File: config.mk
export PLATFORM = sky130hd
export DESIGN_NAME = cbu_branch_unit
export DESIGN_NICKNAME = d
export VERILOG_FILES = /design/src/hdl/cbu_pkg.sv /design/src/hdl/cbu_branch_unit.sv /design/src/hdl/cbu_decode.sv
export SDC_FILE = /design/constraint.sdc
export NUM_CORES = 1
export LEC_CHECK = 0
export BUFFER_PORTS_ARGS = -buffer_cell sky130_fd_sc_hd__clkbuf_2
export CAP_MARGIN = 20
export CORE_MARGIN = 10
export CORE_UTILIZATION = 45
export CTS_CLUSTER_DIAMETER = 40
export DETAILED_ROUTE_END_ITERATION = 7
export MAX_ROUTING_LAYER = met4
export REMOVE_ABC_BUFFERS = 1
export SLEW_MARGIN = 20
export SYNTH_ARGS = -nofsm -noshare
export SYNTH_HDL_FRONTEND = slang
export SYNTH_SLANG_ARGS = --single-unit
File: constraint.sdc
create_clock -name i_clk -period 3.7 [get_ports i_clk]
set_input_delay 0.185 -clock i_clk [delete_from_list [all_inputs] [get_ports i_clk]]
set_output_delay 0.185 -clock i_clk [all_outputs]
set_load 0.005 [all_outputs]
File: src/hdl/cbu_pkg.sv
// Constants, field layout and register map of the conditional branch unit
//
// Overview of operation
// - Relative target: sign-extended displacement plus address
// - Absolute target: sign-extended displacement used directly
// - Opcode 16, bit 30 absolute, bit 31 link
// - Never touch exception register or field 0
// - Link save writes next instruction address
// - Decrement counter, test zero state and condition
// - No decrement, test condition only; 1z1zz always
// - Decrement counter, ignore condition, test zero
// - Newer mode: any z bit set is invalid
// - Old y hint never changes the outcome
// - Legacy mode accepts any z and y
// - a/t hint bits never alter the result
// - Condition bit chosen by bits 11 to 15
// - Count form: opcode 19, extended 528, hint bits
// - Count form target: counter high 30 bits
`default_nettype none

package cbu_pkg;

  // Instruction word layout, big-endian bit 0 is the MSB here
  localparam int CBU_OPC_HI   = 31;
  localparam int CBU_OPC_LO   = 26;
  localparam int CBU_OPT_HI   = 25;
  localparam int CBU_OPT_LO   = 21;
  localparam int CBU_CSEL_HI  = 20;
  localparam int CBU_CSEL_LO  = 16;
  localparam int CBU_DISP_HI  = 15;
  localparam int CBU_DISP_LO  = 2;
  localparam int CBU_THINT_HI = 12;
  localparam int CBU_THINT_LO = 11;
  localparam int CBU_XO_HI    = 10;
  localparam int CBU_XO_LO    = 1;
  localparam int CBU_ABS_BIT  = 1;
  localparam int CBU_LINK_BIT = 0;

  // Opcode values
  localparam logic [5:0]  CBU_OPC_COND  = 6'h10;
  localparam logic [5:0]  CBU_OPC_XL    = 6'h13;
  localparam logic [9:0]  CBU_XO_TO_CNT = 10'h210;
  localparam logic [31:0] CBU_INSTR_BYTES = 32'h4;

  // Register word addresses
  localparam logic [3:0] CBU_A_LOOP_CNT  = 4'h0;
  localparam logic [3:0] CBU_A_LINK      = 4'h1;
  localparam logic [3:0] CBU_A_COND_REG  = 4'h2;
  localparam logic [3:0] CBU_A_MODE      = 4'h3;
  localparam logic [3:0] CBU_A_STATUS    = 4'h4;
  localparam logic [3:0] CBU_A_IRQ_EN    = 4'h5;
  localparam logic [3:0] CBU_A_IRQ_CLR   = 4'h6;
  localparam logic [3:0] CBU_A_LAST_TGT  = 4'h7;

  // Reset values
  localparam logic [31:0] CBU_RST_WORD = 32'h0;
  localparam logic [2:0]  CBU_RST_EVT  = 3'h0;

  // Event bit positions in status, enable and clear
  localparam int CBU_EVT_TAKEN   = 0;
  localparam int CBU_EVT_FALL    = 1;
  localparam int CBU_EVT_INVALID = 2;
  localparam int CBU_EVT_W       = 3;

  // Branch-option encoding rule set; code 3 behaves as the newer set
  typedef enum logic [1:0] {
    CBU_MODE_NEW    = 2'b00,
    CBU_MODE_PRE    = 2'b01,
    CBU_MODE_LEGACY = 2'b10
  } cbu_mode_e;

endpackage

`default_nettype wire

File: src/hdl/cbu_branch_unit.sv
// Conditional branch unit: architectural registers, outcome and interrupt
`default_nettype none

module cbu_branch_unit
  import cbu_pkg::*;
(
  input  wire logic        i_clk,            // Core clock
  input  wire logic        i_rst_n,          // Asynchronous reset, active low
  input  wire logic        i_instr_valid,    // Instruction presented this cycle
  input  wire logic [31:0] i_instr,          // Instruction word
  input  wire logic [31:0] i_instr_addr,     // Its address
  input  wire logic [3:0]  i_addr,           // Register word address
  input  wire logic [31:0] i_wdata,          // Register write data
  input  wire logic        i_wr,             // Register write strobe
  input  wire logic        i_rd,             // Register read strobe
  output logic      [31:0] o_rdata,          // Read data, cycle after strobe
  output logic             o_br_valid,       // Branch resolved, one cycle
  output logic             o_br_taken,       // Redirect fetch
  output logic      [31:0] o_br_target,      // Branch target
  output logic             o_br_invalid,     // Invalid form detected
  output logic      [1:0]  o_br_hint,        // a/t likelihood hint
  output logic      [1:0]  o_br_target_hint, // target_hint of count form
  output logic             o_irq             // Level interrupt
);

  // Complete state of the unit
  typedef struct packed {
    logic [31:0]          lcnt;        // loop_counter
    logic [31:0]          lr;          // Link register
    logic [31:0]          cr;          // Condition register
    logic [1:0]           mode;        // Encoding rule set
    logic [CBU_EVT_W-1:0] status;      // Sticky events
    logic [CBU_EVT_W-1:0] irq_en;      // Interrupt enables
    logic [31:0]          last_target; // Last resolved target
    logic [31:0]          rdata;       // Read data
    logic                 br_valid;
    logic                 br_taken;
    logic [31:0]          br_target;
    logic                 br_invalid;
    logic [1:0]           br_hint;
    logic [1:0]           br_thint;
    logic                 irq;
  } cbu_state_s;

  cbu_state_s st_reg;  // Registered state
  cbu_state_s st_next; // Next state

  logic        d_is_branch; // Decoder outputs
  logic        d_invalid;
  logic        d_taken;
  logic [31:0] d_target;
  logic        d_dec_cnt;
  logic [31:0] d_cnt_next;
  logic        d_link;
  logic [31:0] d_link_addr;
  logic [1:0]  d_hint;
  logic [1:0]  d_thint;
  logic        branch_go; // Branch acted on this cycle

  // Pure combinational evaluation against the current registers
  cbu_decode u_decode (
    .i_instr      (i_instr),
    .i_instr_addr (i_instr_addr),
    .i_lcnt       (st_reg.lcnt),
    .i_cr         (st_reg.cr),
    .i_mode       (st_reg.mode),
    .o_is_branch  (d_is_branch),
    .o_invalid    (d_invalid),
    .o_taken      (d_taken),
    .o_target     (d_target),
    .o_dec_cnt    (d_dec_cnt),
    .o_cnt_next   (d_cnt_next),
    .o_link       (d_link),
    .o_link_addr  (d_link_addr),
    .o_hint       (d_hint),
    .o_thint      (d_thint)
  );

  assign branch_go = i_instr_valid & d_is_branch;

  // Next-state logic: software access first, then branch effects
  always_comb begin
    st_next = st_reg;
    st_next.br_valid = 1'b0; // One-cycle pulse
    st_next.rdata    = 32'h0;
    // Read returns the state before this cycle's updates
    if (i_rd) begin
      unique case (i_addr)
        CBU_A_LOOP_CNT: st_next.rdata = st_reg.lcnt;
        CBU_A_LINK:     st_next.rdata = st_reg.lr;
        CBU_A_COND_REG: st_next.rdata = st_reg.cr;
        CBU_A_MODE:     st_next.rdata = {30'h0, st_reg.mode};
        CBU_A_STATUS:   st_next.rdata = {29'h0, st_reg.status};
        CBU_A_IRQ_EN:   st_next.rdata = {29'h0, st_reg.irq_en};
        CBU_A_LAST_TGT: st_next.rdata = st_reg.last_target;
        default:        st_next.rdata = 32'h0; // Unmapped and clear register
      endcase
    end
    // Software writes; status is read-only
    if (i_wr) begin
      unique case (i_addr)
        CBU_A_LOOP_CNT: st_next.lcnt   = i_wdata;
        CBU_A_LINK:     st_next.lr     = i_wdata;
        CBU_A_COND_REG: st_next.cr     = i_wdata;
        CBU_A_MODE:     st_next.mode   = i_wdata[1:0];
        CBU_A_IRQ_EN:   st_next.irq_en = i_wdata[CBU_EVT_W-1:0];
        CBU_A_IRQ_CLR:  st_next.status = st_reg.status & ~i_wdata[CBU_EVT_W-1:0];
        default: begin
          // Read-only or unmapped: write ignored
        end
      endcase
    end
    // Branch effects override a software write in the same cycle
    if (branch_go) begin
      st_next.br_valid   = 1'b1;
      st_next.br_invalid = d_invalid;
      st_next.br_taken   = d_taken;
      st_next.br_target  = d_target;
      st_next.br_hint    = d_hint;
      st_next.br_thint   = d_thint;
      if (d_dec_cnt) begin
        st_next.lcnt = d_cnt_next;
      end
      if (d_link) begin
        st_next.lr = d_link_addr;
      end
      if (!d_invalid) begin
        st_next.last_target = d_target;
      end
      // Set wins over a clear in the same cycle
      if (d_invalid) begin
        st_next.status[CBU_EVT_INVALID] = 1'b1;
      end else if (d_taken) begin
        st_next.status[CBU_EVT_TAKEN] = 1'b1;
      end else begin
        st_next.status[CBU_EVT_FALL] = 1'b1;
      end
    end
    // Condition register is written only by software, never here
    st_next.irq = |(st_next.status & st_next.irq_en);
  end

  // State register
  always_ff @(posedge i_clk or negedge i_rst_n) begin
    if (!i_rst_n) begin
      st_reg <= '0;
    end else begin
      st_reg <= st_next;
    end
  end

  // Outputs come straight from the state flip-flops
  assign o_rdata          = st_reg.rdata;
  assign o_br_valid       = st_reg.br_valid;
  assign o_br_taken       = st_reg.br_taken;
  assign o_br_target      = st_reg.br_target;
  assign o_br_invalid     = st_reg.br_invalid;
  assign o_br_hint        = st_reg.br_hint;
  assign o_br_target_hint = st_reg.br_thint;
  assign o_irq            = st_reg.irq;

  // Helper terms for the checks below, decoded independently
  logic        chk_cond;  // Displacement form presented
  logic        chk_cnt;   // Count form presented
  logic [31:0] chk_disp;  // Expected displacement
  logic        chk_crbit; // Expected condition bit
  logic        chk_legacy;
  logic        chk_new;

  assign chk_cond   = i_instr_valid && (i_instr[31:26] == CBU_OPC_COND);
  assign chk_cnt    = i_instr_valid && (i_instr[31:26] == CBU_OPC_XL) && (i_instr[10:1] == CBU_XO_TO_CNT);
  assign chk_disp   = {{16{i_instr[15]}}, i_instr[15:2], 2'b00};
  assign chk_crbit  = st_reg.cr[5'h1F - i_instr[20:16]];
  assign chk_legacy = (st_reg.mode == CBU_MODE_LEGACY);
  assign chk_new    = (st_reg.mode == CBU_MODE_NEW);
endmodule

`default_nettype wire

File: src/hdl/cbu_decode.sv
// Combinational decode and outcome evaluation of the conditional branches
`default_nettype none

module cbu_decode
  import cbu_pkg::*;
(
  input  wire logic [31:0] i_instr,      // Instruction word
  input  wire logic [31:0] i_instr_addr, // Address of the instruction
  input  wire logic [31:0] i_lcnt,       // Current loop_counter
  input  wire logic [31:0] i_cr,         // Current condition register
  input  wire logic [1:0]  i_mode,       // Encoding rule set
  output logic             o_is_branch,  // Recognised branch form
  output logic             o_invalid,    // Invalid branch_options form
  output logic             o_taken,      // Branch outcome
  output logic [31:0]      o_target,     // Target address
  output logic             o_dec_cnt,    // Counter must be updated
  output logic [31:0]      o_cnt_next,   // Decremented counter
  output logic             o_link,       // Link register must be written
  output logic [31:0]      o_link_addr,  // Return address
  output logic [1:0]       o_hint,       // a/t likelihood hint
  output logic [1:0]       o_thint       // target_hint of count form
);

  logic [4:0]  branch_options; // Big-endian bit 0 sits in [4]
  logic [4:0]  cond_select;    // Condition register bit index
  logic [31:0] disp;           // Sign-extended displacement_field
  logic        is_cond;        // Displacement form
  logic        is_cnt;         // Count register form
  logic        cr_bit;         // Selected condition bit
  logic        cnt_ok;         // Counter test passes
  logic        cond_ok;        // Condition test passes
  logic        zbad;           // A must-be-zero bit is set
  logic        b0, b1, b2, b3, b4;

  // Whole decode in one process so the outcome terms stay together
  always_comb begin
    branch_options = i_instr[CBU_OPT_HI:CBU_OPT_LO];
    cond_select    = i_instr[CBU_CSEL_HI:CBU_CSEL_LO];
    {b0, b1, b2, b3, b4} = branch_options;
    disp = {{16{i_instr[CBU_DISP_HI]}}, i_instr[CBU_DISP_HI:CBU_DISP_LO], 2'b00};
    is_cond = (i_instr[CBU_OPC_HI:CBU_OPC_LO] == CBU_OPC_COND);
    is_cnt  = (i_instr[CBU_OPC_HI:CBU_OPC_LO] == CBU_OPC_XL)
           && (i_instr[CBU_XO_HI:CBU_XO_LO] == CBU_XO_TO_CNT);
    o_is_branch = is_cond | is_cnt;
    cr_bit = i_cr[5'h1F - cond_select];
    o_cnt_next = i_lcnt - 32'h1;
    // b2 clear decrements; b3 picks zero or nonzero as the pass case
    cnt_ok  = b2 | ((o_cnt_next == 32'h0) == b3);
    // b0 set ignores the condition; b1 picks true or false
    cond_ok = b0 | (cr_bit == b1);
    zbad = 1'b0;
    o_hint = 2'b00;
    unique case (i_mode)
      CBU_MODE_LEGACY: zbad = 1'b0;
      CBU_MODE_PRE: begin
        // Older layout: z positions differ, y is a pure hint
        unique case ({b0, b2})
          2'b00:   zbad = 1'b0;
          2'b01:   zbad = b3;
          2'b10:   zbad = b1;
          default: zbad = b1 | b3 | b4;
        endcase
      end
      default: begin
        // Newer layout; reserved mode code falls here as well
        unique case ({b0, b2})
          2'b00: zbad = b4;
          2'b01: begin
            zbad   = 1'b0;
            o_hint = {b3, b4};
          end
          2'b10: begin
            zbad   = 1'b0;
            o_hint = {b1, b4};
          end
          default: zbad = b1 | b3 | b4;
        endcase
      end
    endcase
    // Outside legacy mode the counter cannot both feed the target and count down
    if (is_cnt && !b2 && (i_mode != CBU_MODE_LEGACY)) begin
      zbad = 1'b1;
    end
    o_invalid = o_is_branch & zbad;
    // Hints are only reported, never fed into the outcome
    o_taken = o_is_branch & ~o_invalid & cnt_ok & cond_ok;
    if (is_cnt) begin
      o_target = {i_lcnt[31:2], 2'b00};
    end else if (i_instr[CBU_ABS_BIT]) begin
      o_target = disp;
    end else begin
      o_target = i_instr_addr + disp;
    end
    o_dec_cnt   = o_is_branch & ~o_invalid & ~b2;
    o_link      = o_is_branch & ~o_invalid & i_instr[CBU_LINK_BIT];
    o_link_addr = i_instr_addr + CBU_INSTR_BYTES;
    o_thint     = is_cnt ? i_instr[CBU_THINT_HI:CBU_THINT_LO] : 2'b00;
  end

endmodule

`default_nettype wire

==> flow_summary.ini, run 1 <==
[critical_path]
r2r-end = o_br_taken
cp_max_fo = 7
rrSetupSlack_ps = 150
cp_top_family = simple AND/OR/NAND/NOR gates
worst-r2r-cell-count = 11
cp_data_required_time_ps = 4070
cp-end-kind = flop
cpPeakStageDelay_ps = 480
slowest_stage = dfrtp_1
r2r_start = st_reg[176]
path_buf_inv = 1
cp.arrival_ps = 3920
crit_chain = inv_1, ha_1, nor2b_1, nand2_2, nor4_1, xor2_1, nor4_1, nor4b_2, mux2_4, o21ai_0, o21ai_0
path_class = flop to flop
worst_setup_path_start_kind = flop

[floorplan]
die_area_um2 = 36100
die-height_um = 190
pin_count = 177
core_um2 = 28600
rows = 62
start_util_pct = 45.4
die_x_um = 190

[placement]
portBuffers = 176
place_area_um2 = 13800
dp_slack_ps = 175
gp_congestion = 0.947
placed_cells = 1865
dpl.hpwl_um = 32900

[synth]
synth_seq_cells = 208
ys.flop_type = dfrtp_1
synth_fa_ha_area_share_pct = 3.81
synth_common_cells = dfrtp_1 (208), nand2_1 (147), o21ai_0 (127), a21oi_1 (107), nor2_1 (94)
yosysWarnings = 0
async_flop_share_pct = 100
synth_most_common_cell = dfrtp_1
synth_simple_gate_area_share_pct = 15.6
synthDistinctLibCells = 85
syn_avg_cell_area_um2 = 9.17
synth_compound_area_share_pct = 20.9
synth_area_leaders = dfrtp_1 (40%), o21ai_0 (4.9%), nand2_1 (4.2%)
seq_area_frac_synth_pct = 40.0
synthesis.area_um2 = 13000
synth-xor-area-share_pct = 3.37
synth_top_area_share_pct = 40.0
synth_mux_area_share_pct = 8.68
synth_top_area_cell = dfrtp_1
synth_top_family_by_area = compound AO/OA/AOI/OAI gates
synth_cells = 1418
synth-edff-count = 0

[timing]
maxSlewHeadroom_pct = 37.7
fin_ws_ps = 152
setup_viol = 0
period_share_pct = 95.9
timing.fmax_mhz = 282
clock-skew-final_ps = 14.0
hold_viol_final = 0
fin_crit_ps = 3550
worst_slew_pin_slew_ps = 935
slew_violations = 0
rsz0062_at_grt = false

[cts]
clk_latency_ps = 510
cts.clk_slew.worst_paths_ps = 50
root_buffer = clkbuf_16
cts_tree = built
cts_sinks = 208
htreeDepth = 2
cts_inserted_buffers = 37
clk_path_buf_depth = 3

[power_and_ir_drop]
power_frac_clock_pct = 44.1
p_total_uw = 8100
p_sw_share_pct = 29.6
combinationalPowerShare_pct = 18.5
seq_power_share_pct = 37.5
p_int_uw = 5700
powerDensity_nw_per_um2 = 524
peakVddDrop_mv = 0.334
power_switching_uw = 2400
p_leak_uw = 0.00707

[detailed_routing]
drt_first_iter_violations = 819
wirelength_um = 45300
drcViolationCount = 0
avgViaCountPerCell = 5.89
antenna_left = 0
firstDrtPassIters = 5
wire_per_inst_um = 23.1
vias = 11543

[grt]
grt_max_degree = 89
antenna_found_initial = 1
grt_overflow = 0
grt_pass1_wl_um = 69800
track_usage_pct = 25.3
grt_pass1_vias = 11620

[final_layout]
area_delta_synth_final_pct = 18.8
instances_no_fill = 1959
drive_gt1_share_pct = 23.1
final_core_util_pct = 54.0
nets = 1693
largest_reg_flops = 136
final_area_um2 = 15400

[hold_path]
hold_start = i_wdata[12]
holdPathStages = 2
min-delay-path-class = input port to flop
min_delay_worst_endpoint = st_reg[188]

[run]
max-cap-violations = 0

[status]
status = finished, final reports clean
[area by class of cell]
| cell class | count | area, um^2 |
|---|---|---|
| well taps | 384 | 480 |
| fillers | 2649 | 13200 |
| flip-flops and latches | 208 | 5200 |
| diodes | 1 | 2.50 |
| clock inverters | 21 | 297 |
| inverters | 31 | 116 |
| repair buffers | 243 | 1490 |
| clock buffers | 43 | 1000 |
| multi-input cells | 1028 | 6860 |
[repair_timing]
item / in CTS / in global routing
hold buffers: 29 / 0
resized for setup: 0 / 3
endpoints found under the hold margin: 126 / 0
setup endpoints to repair: 0 / 6
buffers inserted: 0 / 0
[cells by family (layout without fill, tap and decap cells)]
group / Yosys count / after routing
AOI/OAI and AO/OA: 428 / 428
and+or+nand+nor: 418 / 418
DFF: 208 / 208
buffers and inverters: 182 / 338
muxes: 93 / 93
xor gates and xnor gates: 50 / 50
adders and majority gates: 39 / 39
other: 0 / 1
[worst register-to-register path: stages, from the launching register on]
cell     delay, ps
dfrtp_1        480
inv_1          110
ha_1           210
nor2b_1        470
nand2_2        120
nor4_1         270
xor2_1         140
nor4_1         470
nor4b_2        340
mux2_4         350
o21ai_0        290
o21ai_0        150
[power by group through the flow]
stage                     clock network, uW  logic (uW)  registers (uW)
after CTS                              3610        1490            3020
after global routing                   3720        1660            3080
after detailed placement                  0        1460            3060
after floorplan                           0         894            2950
final                                  3570        1500            3040
after global placement                    0        1440            3040
[metrics by stage]
step | setup TNS (ps) | hold WS (ps)
after floorplan | -118160 | -111
after global routing | 0 | 3.31
after global placement | 0 | 287
after CTS | 0 | 0.0122
final | 0 | 4.61
after detailed placement | 0 | 288
[metal layers]
metal  GRT usage [%]  vias up  part of all wire [%]
met5               -        -                     0
met4            6.99        0                   2.3
met3            3.97       68                   5.8
met2            40.1      382                    48
met1            33.1     5711                    44
li1                -     5382                     -
[layout by cell type, fill, tap and decap left out, types with 14 or more instances in the layout]
cell type and instances:
xnor2_1 30, inv_1 31, clkbuf_16 39, a21o_1 14
mux2i_1 37, ha_1 38, a22oi_1 62, and3_1 18
xor2_1 20, nor3_1 31, clkbuf_2 175, nor2_1 93
dfrtp_1 208, dlygate4sd3_1 29, mux2_2 44, nand3_1 41
nand2_1 144, o21ai_0 127, a21oi_1 107, buf_4 36
[worst max-delay path by stage]
stage / from / end / slack (ps) / cells after the start
global placement: st_reg[176] / o_irq / 190 / 12
CTS: i_instr_addr[2] / st_reg[102] / 120 / 15
global route: st_reg[176] / st_reg[107] / 40 / 11
detailed placement: i_instr_addr[2] / st_reg[102] / 170 / 14
floorplan: i_instr[29] / st_reg[180] / -2200 / 10
finish: st_reg[176] / o_br_taken / 150 / 11
No activity file was read; power rests on OpenSTA's default activity.
==> inputs of run 2 (changes only) <==
--- a/config.mk
+++ b/config.mk
@@ -8,12 +8,14 @@
 export BUFFER_PORTS_ARGS = -buffer_cell sky130_fd_sc_hd__clkbuf_2
 export CAP_MARGIN = 20
 export CORE_MARGIN = 10
-export CORE_UTILIZATION = 45
+export CORE_UTILIZATION = 55
 export CTS_CLUSTER_DIAMETER = 40
 export DETAILED_ROUTE_END_ITERATION = 7
 export MAX_ROUTING_LAYER = met4
+export PLACE_DENSITY = 0.77
 export REMOVE_ABC_BUFFERS = 1
 export SLEW_MARGIN = 20
 export SYNTH_ARGS = -nofsm -noshare
 export SYNTH_HDL_FRONTEND = slang
 export SYNTH_SLANG_ARGS = --single-unit
+export TNS_END_PERCENT = 1
==> flow_summary.ini, run 2 (synthesis results as in run 1) <==
[status]
status = finished, final reports clean

[critical_path]
worst-r2r-cell-count = 10
cpMostUsedCell = o21ai_0
path_buf_inv = 3
crit_chain = dlygate4sd3_1, clkbuf_2, ha_1, inv_1, fa_1, nor2b_1, o21ai_1, a21boi_1, o2111ai_1, nand4_1, a311oi_2, xor2_1, o21ai_0, o21ai_0, o21ai_0
path_class = input port to flop
cpPeakStageDelay_ps = 540
slowest_stage = dlygate4sd3_1
cp-end-kind = flop
worst_setup_path_start_kind = input port
cp_max_fo = 5
cp_data_required_time_ps = 4110
path_depth = 15
cp.arrival_ps = 3870
cp_top_family = compound AO/OA/AOI/OAI gates

[placement]
dpl.hpwl_um = 30700
gp_congestion = 0.980
portBuffers = 176

[power_and_ir_drop]
p_leak_uw = 0.00702
p_total_uw = 7910
peakVddDrop_mv = 0.369
powerDensity_nw_per_um2 = 518

[hold_path]
min-delay-path-class = input port to flop
holdPathStages = 2

[detailed_routing]
antenna_left = 0
vias = 11969
firstDrtPassIters = 6
wirelength_um = 43100
drt_first_iter_violations = 1359
wire_per_inst_um = 22.9
avgViaCountPerCell = 6.34
drcViolationCount = 0

[grt]
grt_pass1_vias = 12080
antenna_found_initial = 0
grt_overflow = 0
grt_max_degree = 104
track_usage_pct = 28.4
grt_pass1_wl_um = 67700

[cts]
clk_path_buf_depth = 3
cts_tree = built
cts.clk_slew.worst_paths_ps = 50
cts_inserted_buffers = 35
cts_sinks = 208
root_buffer = clkbuf_16
post_cts_buffers = 0
htreeDepth = 2
clk_latency_ps = 510

[floorplan]
pin_count = 177
die-height_um = 174
start_util_pct = 55.7
die_x_um = 174
core_um2 = 23300
die_area_um2 = 30200
rows = 56

[timing]
slew_violations = 0
clock-skew-final_ps = 19.4
hold_viol_final = 0
maxSlewHeadroom_pct = 33.3
tns_ps = 0
rsz0062_at_grt = false
fin_crit_ps = 3470
setup_viol = 0
period_share_pct = 93.7
worst_slew_pin_slew_ps = 987
timing.fmax_mhz = 288

[final_layout]
largest_reg_flops = 136
final_core_util_pct = 65.4
nets = 1686
final_common_cell = dfrtp_1
drive_gt1_share_pct = 22.6
diodes = 0
final_cell_mix = dfrtp_1 (208), clkbuf_2 (175), nand2_1 (144)
area_delta_synth_final_pct = 17.4

[run]
max-cap-violations = 0
## run 2: changes by cell type in the layout (fill, tap and decap cells not counted), moves of 2 or more
cell | before | now
clkinv_4 | 3 | 6
clkinvlp_4 | 4 | 2
bufinv_16 | 6 | 4
dlygate4sd3_1 | 29 | 31
clkbuf_16 | 39 | 37
buf_4 | 36 | 29
clkbuf_8 | 2 | 4
## run 2: metal layers
metal	track usage [%]	share of wire [%]	wire [um]	vias to the layer above
met1	35.2	41	17600	5829
met2	45.4	47	20200	664
met3	5.49	8.5	3680	117
met5	-	0	0	-
li1	-	-	-	5359
met4	10.6	3.7	1570	0
## run 2: stage by stage
step	hold slack, ps	setup WS (ps)	cells	cell area, um^2
after floorplan	-111	-2200	1267	12100
after global placement	350	378	1793	13700
after detailed placement	350	281	1793	13700
after CTS	6.15	247	1887	15200
after global routing	11.7	45.0	1887	15300
final	11.2	232	1887	15300
## run 2: power by group
part	switching, uW	total (uW)	internal, uW
combinational	808	1470	666
sequential	389	3050	2660
clock	1190	3380	2190
total	2390	7910	5510
## run 2: worst paths after layout
check / from / to / slack [ps]
worst min-delay path: i_wdata[8] / st_reg[120] / 10
min in group asynchronous: i_rst_n / o_br_target[26] / 340
worst max-delay path: i_instr_addr[2] / o_br_target[26] / 230
worst max register to register: st_reg[189] / o_irq / 360
max in group asynchronous: i_rst_n / st_reg[87] / 2430
worst min register to register: o_br_target[3] / o_br_target[3] / 470
## run 2: final cells by class
type | count | area [um^2]
Tap cell | 319 | 399
Clock inverter | 21 | 256
Clock buffer | 42 | 975
Inverter | 31 | 116
Timing Repair Buffer | 238 | 1460
Fill cell | 1915 | 8080
Multi-Input combinational cell | 1028 | 6850
Sequential cell | 208 | 5200
## run 2: what timing repair did
action | CTS | global route
resized for setup | 0 | 2
hold buffers | 31 | 0
hold endpoints to repair | 145 | 0
endpoints found under the setup margin | 0 | 3
## run 2: worst register-to-register path: stages, from the launching register on
cell     delay [ps]
dfrtp_1         480
nor3_1          440
nand3_2         280
nor4_1          380
xor2_1          140
nor4_1          360
nor4b_2         340
mux2_4          340
o21a_4          200
mux2i_1         150
o21ai_1          80
==> inputs of run 3 (changes only) <==
--- a/config.mk
+++ b/config.mk
@@ -7,8 +7,10 @@
 export LEC_CHECK = 0
 export BUFFER_PORTS_ARGS = -buffer_cell sky130_fd_sc_hd__clkbuf_2
 export CAP_MARGIN = 20
+export CORE_ASPECT_RATIO = 1.75
 export CORE_MARGIN = 10
 export CORE_UTILIZATION = 55
+export CTS_BUF_LIST = sky130_fd_sc_hd__clkbuf_8 sky130_fd_sc_hd__clkbuf_16
 export CTS_CLUSTER_DIAMETER = 40
 export DETAILED_ROUTE_END_ITERATION = 7
 export MAX_ROUTING_LAYER = met4
==> flow_summary.ini, run 3 (synthesis results as in run 1) <==
[critical_path]
cp_max_fo = 6
cp.arrival_ps = 3710
crit_chain = dlygate4sd3_1, clkbuf_2, ha_1, and2_1, a221oi_2, o21ai_1, o21ai_1, a211o_1, a21oi_1, a221oi_1, mux2i_1, mux2i_1, o311ai_0
slowest_stage = dlygate4sd3_1
cp-end-kind = flop
path_class = input port to flop
cp_data_required_time_ps = 4060
worst_setup_path_start_kind = input port
cpPeakStageDelay_ps = 540

[cts]
cts.clk_slew.worst_paths_ps = 60
root_buffer = clkbuf_16
clk_latency_ps = 520
cts_sinks = 208
htreeDepth = 1
cts_inserted_buffers = 23
cts_tree = built
clk_path_buf_depth = 3
post_cts_buffers = 0

[timing]
fin_crit_ps = 3360
timing.fmax_mhz = 298
rsz0062_at_grt = false
hold_viol_final = 0
slew_violations = 0
maxSlewHeadroom_pct = 25.7
clock-skew-final_ps = 7.18
worst_slew_pin_slew_ps = 1110
period_share_pct = 90.7
setup_viol = 0
tns_ps = 0

[grt]
grt_max_degree = 95
grt_pass1_vias = 12099
antenna_found_initial = 0
grt_overflow = 0
grt_pass1_wl_um = 66400
track_usage_pct = 28.3

[floorplan]
die_area_um2 = 30400
start_util_pct = 55.7
pin_count = 177
die_x_um = 136
rows = 74
die-height_um = 223
core_um2 = 23300

[detailed_routing]
dr_wl_met2_um = 22800
drt_first_iter_violations = 921
antenna_left = 0
firstDrtPassIters = 6
wirelength_um = 42900
route.met3.wl_um = 2450
drcViolationCount = 0
m1WireLength_um = 14900
vias = 11817
avgViaCountPerCell = 6.40
wire_per_inst_um = 23.2
highest_layer = met4

[final_layout]
largest_reg_flops = 136
drive_gt1_share_pct = 21.1
final_cell_mix = dfrtp_1 (208), clkbuf_2 (175), nand2_1 (144)
final_common_cell = dfrtp_1
area_delta_synth_final_pct = 13.2
nets = 1674
diodes = 0

[power_and_ir_drop]
peakVddDrop_mv = 0.325
powerDensity_nw_per_um2 = 453
p_total_uw = 6670
p_leak_uw = 0.00677

[hold_path]
min-delay-path-class = input port to flop

[run]
max-cap-violations = 0

[placement]
gp_congestion = 0.974
dpl.hpwl_um = 31700
portBuffers = 176

[status]
status = finished, final reports clean
## run 3: where the power goes
group,internal [uW],switching (uW),leakage (uW)
logic,664,806,0.00374
registers,2660,380,0.00267
clock network,1200,956,0.000350
## run 3: metal layers
layer	vias to the layer above	GRT usage [%]
met1	5770	29.6
met3	160	2.86
met5	-	-
met4	0	17.7
li1	5333	-
met2	554	49.5
## run 3: final timing paths
kind,from,end,slack (ps),depth (start not counted)
worst max register to register,st_reg[188],st_reg[107],400,9
min in group asynchronous,i_rst_n,o_br_target[16],290,2
worst min-delay path,i_instr_addr[14],st_reg[158],20,4
worst min register to register,o_br_target[5],o_br_target[5],480,2
max in group asynchronous,i_rst_n,o_rdata[9],2300,3
worst max-delay path,i_instr[11],o_br_target[31],340,13
## run 3: critical path: cells and delay by family
kind	cells	cell delay [ps]
buf+inv	2	680
simple gates	1	180
fa+ha+maj	1	380
mux	2	550
compound gates	7	1750
## run 3: area by class of cell
class | instances | area, um^2
Sequential cell | 208 | 5200
Multi-Input combinational cell | 1028 | 6860
Tap cell | 304 | 380
Fill cell | 2004 | 8620
Inverter | 31 | 116
Clock inverter | 12 | 83.8
Clock buffer | 26 | 617
Timing Repair Buffer | 238 | 1450
## run 3: metrics by stage
step           std cells  worst slack (ps)  hold slack, ps  utilization [%]  cell area (um^2)
3_3_place_gp        1776               243             282             58.6             13700
3_5_place_dp        1776               200             289             58.6             13700
6_report            1847               343            18.2             63.1             14700
4_1_cts             1847               182            2.44             63.0             14700
5_1_grt             1847               117            15.4             63.1             14700
2_1_floorplan       1267             -2200            -111                -             12100
## run 3: repair_timing
item,in CTS,in global routing
endpoints found under the hold margin,144,0
endpoints found under the setup margin,0,3
hold buffers,33,0
gates resized for setup,0,3
